### src/pkg/tmr_params.svh
`ifndef TMR_PARAMS_SVH
`define TMR_PARAMS_SVH
// ---------------------------------------------------------------
// register byte offsets
// ---------------------------------------------------------------
`define TMR_OFF_CTRL   12'h000
`define TMR_OFF_COUNT  12'h004
`define TMR_OFF_CMPA   12'h008
`define TMR_OFF_CMPB   12'h00C
`define TMR_OFF_FLAGS  12'h010
`define TMR_OFF_FORCE  12'h014
`define TMR_OFF_PORT   12'h018
// ---------------------------------------------------------------
// control field positions
// ---------------------------------------------------------------
`define TMR_CTRL_CS_LSB    0
`define TMR_CTRL_WGM_LSB   4
`define TMR_CTRL_COMA_LSB  8
`define TMR_CTRL_COMB_LSB  10
`define TMR_CTRL_MASK      32'h00000F77
// ---------------------------------------------------------------
// flag bit positions
// ---------------------------------------------------------------
`define TMR_FLAG_OVF   0
`define TMR_FLAG_CMPA  1
`define TMR_FLAG_CMPB  2
// ---------------------------------------------------------------
// values
// ---------------------------------------------------------------
`define TMR_RST_BYTE   8'h00
`define TMR_MAX        8'hFF
`define TMR_COM_OFF    2'h0
`define TMR_COM_TOG    2'h1
`define TMR_COM_CLR    2'h2
`define TMR_COM_SET    2'h3
`define TMR_WGM_NORMAL 3'h0
`define TMR_WGM_CTC    3'h2
`endif

### src/pkg/tmr_pkg.sv
package tmr_pkg;
  // prescaler selections, clock select field values
  typedef enum logic [2:0] {
    TMR_CS_STOP = 3'h0,
    TMR_CS_1    = 3'h1,
    TMR_CS_8    = 3'h2,
    TMR_CS_32   = 3'h3,
    TMR_CS_64   = 3'h4,
    TMR_CS_128  = 3'h5,
    TMR_CS_256  = 3'h6,
    TMR_CS_1024 = 3'h7
  } tmr_cs_t;
endpackage

### src/rtl/tmr_timer.sv
// The register offsets and the APB interface to the registers were decided locally.
`include "tmr_params.svh"
// How it works
// - force strobe applies output action like match, in normal and clear-on-match modes only
// - forced match sets no flag, no clear
// - count write blocks matches next tick
// - waveform register kept across mode change
// - output mode unbuffered, used next match
// - nonzero mode overrides port value, not direction
// - output mode zero does nothing on match
// - output mode selects set, clear, toggle
// - counting depends only on generation mode
// - normal mode counts up, wraps FF to 00
// - overflow flag set when count wraps from FF to zero
// - overflow acknowledge input clears overflow flag
// - count writable any time in normal
// - clear-on-match mode clears at compare A
// - compare A unbuffered, low value wraps first
// - compare flag A raised at each top
// - toggle mode on A toggles each match
// - prescaler divides by 1..1024
// - overflow set passing max to zero
// - compare flag set next timer tick
// - count write beats clear and count
// - writing one clears compare flag
// - stopped timer keeps count accessible
module tmr_timer #(
  parameter int PS_W = 10                 // prescaler width
) (
  input  wire logic        pclk,          // bus clock, 50 MHz
  input  wire logic        presetn,       // async reset, low
  input  wire logic        psel,          // apb select
  input  wire logic        penable,       // apb access phase
  input  wire logic        pwrite,        // apb direction
  input  wire logic [11:0] paddr,         // apb byte address
  input  wire logic [31:0] pwdata,        // apb write data
  output logic      [31:0] prdata,        // apb read data
  output logic             pready,        // apb ready
  output logic             pslverr,       // apb error
  input  wire logic        ovf_ack,       // overflow interrupt taken
  input  wire logic        cmpa_ack,      // compare a interrupt taken
  input  wire logic        cmpb_ack,      // compare b interrupt taken
  output logic             ovf_flag_o,    // overflow flag
  output logic             cmpa_flag_o,   // compare flag a
  output logic             cmpb_flag_o,   // compare flag b
  output logic      [1:0]  pin_out,       // waveform pins a,b
  output logic      [1:0]  pin_oe         // pin enables a,b
);
  // ---------------------------------------------------------------
  // state
  // ---------------------------------------------------------------
  logic [7:0]  count_reg;                 // counter value
  logic [7:0]  cmp_reg [2];               // compare values a,b
  logic [2:0]  cs_reg;                    // clock select
  logic [2:0]  wgm_reg;                   // waveform generation mode
  logic [1:0]  com_reg [2];               // compare output modes
  logic [1:0]  port_reg;                  // general port values
  logic [1:0]  ddr_reg;                   // port directions
  logic [1:0]  wave_reg;                  // waveform output registers
  logic        ovf_reg;                   // overflow flag
  logic [1:0]  cmpf_reg;                  // compare match flags
  logic        block_reg;                 // blocks matches after count write
  logic [PS_W-1:0] ps_reg;                // prescaler counter
  logic        tick;                      // timer clock enable
  logic [1:0]  match;                     // comparator matches
  logic [1:0]  match_eff;                 // unblocked matches on tick
  logic [1:0]  force_act;                 // force strobes this cycle
  logic        wr, rd_ok;                 // bus strobes
  logic [7:0]  count_next;                // next counter value
  // ---------------------------------------------------------------
  // bus decode
  // ---------------------------------------------------------------
  assign wr = psel && penable && pwrite;  // zero wait-state write
  always_comb begin
    rd_ok = 1'b1;
    case (paddr)
      `TMR_OFF_CTRL, `TMR_OFF_COUNT, `TMR_OFF_CMPA, `TMR_OFF_CMPB,
      `TMR_OFF_FLAGS, `TMR_OFF_FORCE, `TMR_OFF_PORT: rd_ok = 1'b1;
      default: rd_ok = 1'b0;              // unmapped address
    endcase
  end
  logic wr_count;                         // cpu write of the count
  assign wr_count = wr && (paddr == `TMR_OFF_COUNT);
  // ---------------------------------------------------------------
  // prescaler
  // ---------------------------------------------------------------
  // free running divider; taps give the selectable rates
  always_ff @(posedge pclk or negedge presetn) begin
    if (!presetn) begin
      ps_reg <= '0;
    end else begin
      ps_reg <= ps_reg + 1'b1;
    end
  end
  // tick when the low bits of the divider roll over
  always_comb begin
    case (tmr_pkg::tmr_cs_t'(cs_reg))
      tmr_pkg::TMR_CS_STOP: tick = 1'b0;  // stopped
      tmr_pkg::TMR_CS_1:    tick = 1'b1;
      tmr_pkg::TMR_CS_8:    tick = (ps_reg[2:0] == 3'h7);
      tmr_pkg::TMR_CS_32:   tick = (ps_reg[4:0] == 5'h1F);
      tmr_pkg::TMR_CS_64:   tick = (ps_reg[5:0] == 6'h3F);
      tmr_pkg::TMR_CS_128:  tick = (ps_reg[6:0] == 7'h7F);
      tmr_pkg::TMR_CS_256:  tick = (ps_reg[7:0] == 8'hFF);
      tmr_pkg::TMR_CS_1024: tick = (ps_reg[9:0] == 10'h3FF);
      default:              tick = 1'b0;
    endcase
  end
  // ---------------------------------------------------------------
  // comparator
  // ---------------------------------------------------------------
  genvar g;
  generate
    for (g = 0; g < 2; g++) begin : g_cmp
      assign match[g] = (count_reg == cmp_reg[g]);
      // suppressed for one timer tick after a count write
      assign match_eff[g] = match[g] && tick && !block_reg;
      // forcing only in non-pwm modes
      assign force_act[g] = wr && (paddr == `TMR_OFF_FORCE) && pwdata[g] &&
                            (wgm_reg == `TMR_WGM_NORMAL || wgm_reg == `TMR_WGM_CTC);
    end
  endgenerate
  // ---------------------------------------------------------------
  // match blocking
  // ---------------------------------------------------------------
  // set by a count write, held until the next timer tick even when stopped
  always_ff @(posedge pclk or negedge presetn) begin
    if (!presetn) begin
      block_reg <= 1'b0;
    end else if (wr_count) begin
      block_reg <= 1'b1;
    end else if (tick) begin
      block_reg <= 1'b0;
    end
  end
  // ---------------------------------------------------------------
  // counter
  // ---------------------------------------------------------------
  // sequence depends only on wgm, never on com
  always_comb begin
    count_next = count_reg;
    if (tick) begin
      if (wgm_reg == `TMR_WGM_CTC && match[0]) begin
        count_next = `TMR_RST_BYTE;       // clear at top a
      end else begin
        count_next = count_reg + 8'h01;   // wraps ff to 00
      end
    end
  end
  // cpu write wins over clear and count
  always_ff @(posedge pclk or negedge presetn) begin
    if (!presetn) begin
      count_reg <= `TMR_RST_BYTE;
    end else if (wr_count) begin
      count_reg <= pwdata[7:0];
    end else begin
      count_reg <= count_next;
    end
  end
  // ---------------------------------------------------------------
  // configuration registers
  // ---------------------------------------------------------------
  // com is taken live, no buffering with the compare value
  always_ff @(posedge pclk or negedge presetn) begin
    if (!presetn) begin
      cs_reg     <= 3'h0;
      wgm_reg    <= `TMR_WGM_NORMAL;
      com_reg[0] <= `TMR_COM_OFF;
      com_reg[1] <= `TMR_COM_OFF;
      cmp_reg[0] <= `TMR_RST_BYTE;
      cmp_reg[1] <= `TMR_RST_BYTE;
      port_reg   <= 2'h0;
      ddr_reg    <= 2'h0;
    end else if (wr) begin
      case (paddr)
        `TMR_OFF_CTRL: begin
          cs_reg     <= pwdata[`TMR_CTRL_CS_LSB +: 3];
          wgm_reg    <= pwdata[`TMR_CTRL_WGM_LSB +: 3];
          com_reg[0] <= pwdata[`TMR_CTRL_COMA_LSB +: 2];
          com_reg[1] <= pwdata[`TMR_CTRL_COMB_LSB +: 2];
        end
        `TMR_OFF_CMPA: cmp_reg[0] <= pwdata[7:0]; // direct, no buffer
        `TMR_OFF_CMPB: cmp_reg[1] <= pwdata[7:0];
        `TMR_OFF_PORT: begin
          port_reg <= pwdata[1:0];
          ddr_reg  <= pwdata[9:8];
        end
        default: ;                        // other offsets store nothing here
      endcase
    end
  end
  // ---------------------------------------------------------------
  // waveform output registers
  // ---------------------------------------------------------------
  // action on real or forced match; untouched by mode change
  generate
    for (g = 0; g < 2; g++) begin : g_wave
      always_ff @(posedge pclk or negedge presetn) begin
        if (!presetn) begin
          wave_reg[g] <= 1'b0;
        end else if (match_eff[g] || force_act[g]) begin
          case (com_reg[g])
            `TMR_COM_TOG: wave_reg[g] <= ~wave_reg[g];
            `TMR_COM_CLR: wave_reg[g] <= 1'b0;
            `TMR_COM_SET: wave_reg[g] <= 1'b1;
            default:      wave_reg[g] <= wave_reg[g];  // no action
          endcase
        end
      end
    end
  endgenerate
  // ---------------------------------------------------------------
  // flags
  // ---------------------------------------------------------------
  logic ovf_set;                          // counter passes max to zero
  assign ovf_set = tick && !wr_count && (count_reg == `TMR_MAX) &&
                   (count_next == `TMR_RST_BYTE);
  logic [1:0] cmpf_clr;                   // software or ack clears
  assign cmpf_clr[0] = (wr && paddr == `TMR_OFF_FLAGS && pwdata[`TMR_FLAG_CMPA]) ||
                       cmpa_ack;
  assign cmpf_clr[1] = (wr && paddr == `TMR_OFF_FLAGS && pwdata[`TMR_FLAG_CMPB]) ||
                       cmpb_ack;
  // set wins over clear; forced matches never reach here
  always_ff @(posedge pclk or negedge presetn) begin
    if (!presetn) begin
      cmpf_reg <= 2'h0;
    end else begin
      cmpf_reg <= (cmpf_reg & ~cmpf_clr) | match_eff;
    end
  end
  // hardware only sets; ack or software one clears
  always_ff @(posedge pclk or negedge presetn) begin
    if (!presetn) begin
      ovf_reg <= 1'b0;
    end else if (ovf_set) begin
      ovf_reg <= 1'b1;
    end else if (ovf_ack || (wr && paddr == `TMR_OFF_FLAGS && pwdata[`TMR_FLAG_OVF])) begin
      ovf_reg <= 1'b0;
    end
  end
  // ---------------------------------------------------------------
  // outputs
  // ---------------------------------------------------------------
  // pin value overridden when com nonzero; direction stays ddr
  always_ff @(posedge pclk or negedge presetn) begin
    if (!presetn) begin
      pin_out <= 2'h0;
      pin_oe  <= 2'h0;
    end else begin
      for (int i = 0; i < 2; i++) begin
        pin_out[i] <= (com_reg[i] != `TMR_COM_OFF) ? wave_reg[i] : port_reg[i];
        pin_oe[i]  <= ddr_reg[i];
      end
    end
  end
  always_ff @(posedge pclk or negedge presetn) begin
    if (!presetn) begin
      ovf_flag_o  <= 1'b0;
      cmpa_flag_o <= 1'b0;
      cmpb_flag_o <= 1'b0;
    end else begin
      ovf_flag_o  <= ovf_reg;
      cmpa_flag_o <= cmpf_reg[0];
      cmpb_flag_o <= cmpf_reg[1];
    end
  end
  // ---------------------------------------------------------------
  // apb read path
  // ---------------------------------------------------------------
  // ready in setup so the access phase completes in one cycle
  always_ff @(posedge pclk or negedge presetn) begin
    if (!presetn) begin
      prdata  <= 32'h00000000;
      pready  <= 1'b0;
      pslverr <= 1'b0;
    end else begin
      pready  <= psel && !penable;
      pslverr <= psel && !penable && !rd_ok;
      prdata  <= 32'h00000000;
      if (psel && !penable && !pwrite) begin
        case (paddr)
          `TMR_OFF_CTRL:  prdata <= {20'h00000, com_reg[1], com_reg[0], 1'b0,
                                     wgm_reg, 1'b0, cs_reg};
          `TMR_OFF_COUNT: prdata <= {24'h000000, count_reg};
          `TMR_OFF_CMPA:  prdata <= {24'h000000, cmp_reg[0]};
          `TMR_OFF_CMPB:  prdata <= {24'h000000, cmp_reg[1]};
          `TMR_OFF_FLAGS: prdata <= {29'h00000000, cmpf_reg, ovf_reg};
          `TMR_OFF_PORT:  prdata <= {22'h000000, ddr_reg, 6'h00, wave_reg};
          default:        prdata <= 32'h00000000;
        endcase
      end
    end
  end
  // ---------------------------------------------------------------
  // checks
  // ---------------------------------------------------------------
  // checker helper, decoded straight from the bus pins so that it does not
  // lean on the blocking flag it is meant to watch
  logic chk_wr_pend;                      // count write waiting for its first tick
  always_ff @(posedge pclk or negedge presetn) begin
    if (!presetn) begin
      chk_wr_pend <= 1'b0;
    end else if (psel && penable && pwrite && (paddr == `TMR_OFF_COUNT)) begin
      chk_wr_pend <= 1'b1;                // armed by any count write
    end else if (tick) begin
      chk_wr_pend <= 1'b0;                // first tick after the write consumed
    end
  end
  property p_block;
    @(posedge pclk) disable iff (!presetn)
      (chk_wr_pend && tick) |-> (match_eff == 2'b00);
  endproperty
  a_block: assert property (p_block) else $error("match not blocked");
  property p_force_noflag;
    @(posedge pclk) disable iff (!presetn)
      (force_act[0] && !match_eff[0] && !cmpf_reg[0]) |=> !cmpf_reg[0];
  endproperty
  a_force_noflag: assert property (p_force_noflag) else $error("force set flag");
  property p_ctc_clear;
    @(posedge pclk) disable iff (!presetn)
      (tick && !wr_count && wgm_reg == `TMR_WGM_CTC && match[0]) |=> count_reg == 8'h00;
  endproperty
  a_ctc_clear: assert property (p_ctc_clear) else $error("ctc no clear");
  property p_wrap;
    @(posedge pclk) disable iff (!presetn)
      (tick && !wr_count && count_reg == 8'hFF && wgm_reg == `TMR_WGM_NORMAL)
      |=> (count_reg == 8'h00 && ovf_reg);
  endproperty
  a_wrap: assert property (p_wrap) else $error("wrap or overflow wrong");
  property p_cwrite;
    @(posedge pclk) disable iff (!presetn)
      wr_count |=> count_reg == $past(pwdata[7:0]);
  endproperty
  a_cwrite: assert property (p_cwrite) else $error("count write lost");
  property p_flag_next;
    @(posedge pclk) disable iff (!presetn)
      match_eff[0] |=> cmpf_reg[0];
  endproperty
  a_flag_next: assert property (p_flag_next) else $error("flag not set");
  property p_com0;
    @(posedge pclk) disable iff (!presetn)
      (com_reg[0] == `TMR_COM_OFF) |=> $stable(wave_reg[0]);
  endproperty
  a_com0: assert property (p_com0) else $error("wave changed at mode 0");
  property p_toggle;
    @(posedge pclk) disable iff (!presetn)
      (match_eff[0] && com_reg[0] == `TMR_COM_TOG) |=> wave_reg[0] != $past(wave_reg[0]);
  endproperty
  a_toggle: assert property (p_toggle) else $error("no toggle");
  property p_pin;
    @(posedge pclk) disable iff (!presetn)
      (com_reg[0] != `TMR_COM_OFF) ##1 (com_reg[0] != `TMR_COM_OFF)
      |-> pin_out[0] == $past(wave_reg[0]);
  endproperty
  a_pin: assert property (p_pin) else $error("pin not overridden");
  property p_stop;
    @(posedge pclk) disable iff (!presetn)
      (cs_reg == 3'h0 && !wr_count) |=> $stable(count_reg);
  endproperty
  a_stop: assert property (p_stop) else $error("stopped counter moved");
  // overflow flag only ever cleared by acknowledge or a software one
  property p_ovf_keep;
    @(posedge pclk) disable iff (!presetn)
      (ovf_reg && !ovf_ack && !(wr && paddr == `TMR_OFF_FLAGS && pwdata[`TMR_FLAG_OVF]))
      |=> ovf_reg;
  endproperty
  a_ovf_keep: assert property (p_ovf_keep) else $error("overflow flag lost");
  // writing one to compare flag a clears it unless a match sets it again
  property p_w1c;
    @(posedge pclk) disable iff (!presetn)
      (wr && paddr == `TMR_OFF_FLAGS && pwdata[`TMR_FLAG_CMPA] && !match_eff[0])
      |=> !cmpf_reg[0];
  endproperty
  a_w1c: assert property (p_w1c) else $error("flag not cleared by one");
  // pin direction follows the direction bits whatever the output mode
  property p_dir;
    @(posedge pclk) disable iff (!presetn)
      1'b1 |=> pin_oe == $past(ddr_reg);
  endproperty
  a_dir: assert property (p_dir) else $error("pin direction not from port");
endmodule

### config.mk
export PLATFORM = sky130hd
export DESIGN_NAME = tmr_timer
export DESIGN_NICKNAME = d
export VERILOG_FILES = /design/src/pkg/tmr_pkg.sv /design/src/rtl/tmr_timer.sv
export VERILOG_INCLUDE_DIRS = /design/src /design/src/pkg
export SDC_FILE = /design/constraint.sdc
export NUM_CORES = 1
export LEC_CHECK = 0
export ABC_AREA = 1
export BUFFER_PORTS_ARGS = -buffer_cell sky130_fd_sc_hd__buf_4
export CORE_UTILIZATION = 45
export CTS_CLUSTER_DIAMETER = 120
export DETAILED_ROUTE_END_ITERATION = 10
export PLACE_DENSITY_LB_ADDON = 0.1
export SYNTH_ARGS = -nofsm -noshare
export SYNTH_HDL_FRONTEND = slang
export SYNTH_SLANG_ARGS = --single-unit
export TNS_END_PERCENT = 50
### constraint.sdc
create_clock -name pclk -period 1.85 [get_ports pclk]
set_clock_uncertainty 0.15 [all_clocks]
set_input_delay 0.37 -clock pclk [delete_from_list [all_inputs] [get_ports pclk]]
set_output_delay 0.37 -clock pclk [all_outputs]
set_load 0.02 [all_outputs]
==> run summary <==
Setup Slack @ Placement: -0.167 ns
Inserted Diodes: 0
TritonCTS clock tree: yes
Clock sinks: 75
Sequential cell area: 1880 um2
Largest cells by area after synthesis: dfrtp_1 48%, nand2_1 11%, inv_1 5.0%
Initial Utilization: 47.1%
Die X: 95.4 um
Port bufs: 52
Ordered cell list for the critical path: ha_2 > nand2_2 > nor2_2 > ha_2 > nor2_2 > a21oi_2 > nand2_2 > a21boi_4 > nand2_2 > nand2_2 > nor2_1 > nand3_1 > nand2_1
Most common cell after layout, fill and taps aside: nand2_1
CTS max path bufs: 2
CP most frequent cell: nand2_2
Syn Std Cell Area: 3930 um2
Seq/Total Area, Yosys: 47.8%
Largest net degree at the start of global routing: 53
Fillcell total: 754
DP HPWL: 6.89 mm
Slowest-stage cell, CP: dfrtp_1
CP max stage delay: 0.38 ns
Most frequent cells in the layout: 102 x nand2_1, 88 x buf_4, 75 x dfrtp_1
Total wire length: 9.34 mm
DP Area: 4610 um2
First-pass GRT wire length: 15.3 mm
Required @ worst endpoint: 1.94 ns
RSZ-0062 raised after global routing: yes
Drt pass-1 iters: 5
Bufs and invs on worst path: 0
Status: finished, violations left
Arrival @ worst endpoint: 2.10 ns
Pwr Density: 635 nW/um2
Period utilization: 109%
Die H: 95.4 um
Initial antenna violation count: 0
Worst-skew pair later-pin latency: 0.35 ns
Syn. warnings: 0
Vias in the first global route: 3201
Worst Slack Setup Final: -0.167 ns
Failing checks: setup timing
Number of top-level pins: 93
Maximum fanout along the worst path: 5
Vias post-DR: 3404
GP Congestion: 0.852
CTS buffer count: 9
Area occupied by multi-input gates: 1760 um2
Maximum vdd drop: 0.000430 V
Synth cell types: 37
Max reg flops: 16
Setup violators final: 11
Cell Rows: 33
Clock-pin slew on the worst setup and hold paths: 0.08 ns
Finished Cell Area: 4920 um2
CORE AREA: 8340 um2
Post-layout net count: 625
Post-route ant nets: 0
Root Driver: clkbuf_8
Slew Limit Fails: 0
Die ar.: 9100 um2
Fin crit period: 2.02 ns
Max Cap Viol: 0
Post-synth top area share: 47.8%
Global route overflow: 0
Area grow syn2layout: 25.4%
Hold Crit Class: primary input to flip-flop
Crit path max-delay family: simple AND/OR/NAND/NOR gates
Leakage Power: 2.46 nW
FF+latch count, synth: 75
Detailed Route Iter0 Violations: 166
Final hold violations: 0
Syn avg cell area: 8.27 um2
Layout cells sized above 1: 28.2%
Yosys top cell by area: dfrtp_1
Setup CP Type: flip-flop to flip-flop
WL/cell: 13.7 um
GRT Total Usage: 22.3%
H-tree levels: 3
Crit. End Element: flip-flop
Vias per Instance: 5.01
Achievable Freq: 496 MHz
Syn Inst Count: 475
DRC Markers: 0
Startpoint Class: flip-flop
## cells in the mapped netlist (all sizes together)
| cell | n |
|---|---|
| xnor2 | 10 |
| nand2 | 124 |
| nand3b | 1 |
| o21ai | 50 |
| a21boi | 1 |
| buf | 28 |
| nor3b | 1 |
| nor3 | 9 |
| xor2 | 6 |
| o22ai | 11 |
| nand3 | 20 |
| a21oi | 17 |
| nand4 | 7 |
| clkinv | 1 |
| nor2 | 42 |
| clkbuf | 1 |
| o221ai | 1 |
| conb | 1 |
| ha | 4 |
| or2 | 2 |
| inv | 58 |
| dfrtp | 75 |
| o211ai | 3 |
| o31ai | 2 |
## final timing paths
path / slack (ns) / from / endpoint / depth (start not counted)
setup / recovery: -0.17 / ps_reg[1] / ovf_reg / 13
hold / removal: 0.04 / penable / pready / 2
setup reg to reg: -0.17 / ps_reg[1] / ovf_reg / 13
hold reg to reg: 0.23 / ovf_reg / ovf_flag_o / 0
max in group asynchronous: 0.67 / presetn / cmp_reg[8] / 3
min in group asynchronous: 0.31 / presetn / pin_oe[0] / 2
## per-layer routing
| layer | part of all wire, % | wire length [um] | track usage [%] | up-vias |
|---|---|---|---|---|
| met5 | 0 | 0 | 0 | - |
| met4 | 2.0 | 184 | 6.59 | 0 |
| met3 | 7.9 | 742 | 5.26 | 18 |
| met2 | 45 | 4200 | 34.9 | 132 |
| met1 | 45 | 4200 | 30.8 | 1576 |
| li1 | - | - | - | 1678 |
## layout make-up
| cell class | count | area share (%) |
|---|---|---|
| clock buffers | 10 | 2.80 |
| clock inverters | 6 | 1.32 |
| inverters | 59 | 4.52 |
| multi-input cells | 332 | 35.7 |
| flip-flops and latches | 75 | 38.1 |
| well taps | 105 | 2.67 |
| repair buffers | 92 | 14.8 |
## where the power goes
| group | total, mW | switching [mW] | internal (mW) |
|---|---|---|---|
| clock | 1.28 | 0.618 | 0.660 |
| combinational | 0.203 | 0.132 | 0.0703 |
| sequential | 1.65 | 0.00401 | 1.64 |
| total | 3.13 | 0.755 | 2.37 |
## kinds of logic (layout without fill, tap and decap cells)
kind of cell	count (synthesis)	after routing	synth area share, %
AO/OA/AOI/OAI	85	85	11.8
flip-flops	75	75	47.8
AND/OR/NAND/NOR	206	207	24.0
adder cells (fa/ha/maj)	4	4	1.27
XOR/XNOR	16	16	3.57
other	1	20	0.0955
buffers and inverters	88	167	11.5
## metrics by stage
| step | util (%) | total power, mW | setup TNS, ns | instances | hold WS, ns |
|---|---|---|---|---|---|
| 2_1_floorplan | - | 1.80 | 0 | 494 | -0.0756 |
| 3_3_place_gp | 55.3 | 1.88 | -0.608 | 658 | 0.141 |
| 3_5_place_dp | 55.3 | 1.88 | -1.59 | 658 | 0.140 |
| 4_1_cts | 58.4 | 3.15 | -0.948 | 678 | 0.0190 |
| 5_1_grt | 59.0 | 3.26 | -2.33 | 679 | 0.0274 |
| 6_report | 59.0 | 3.13 | -0.911 | 679 | 0.0360 |
## what timing repair did
action / 4_1_cts / 5_1_grt
setup endpoints to repair: 12 / 14
gates cloned: 1 / 0
hold buffers: 1 / 0
pin swaps: 9 / 9
hold endpoints to repair: 23 / 0
buffers inserted: 2 / 1
gates resized for setup: 12 / 16
Note: power is estimated with default switching activity, not from simulation.
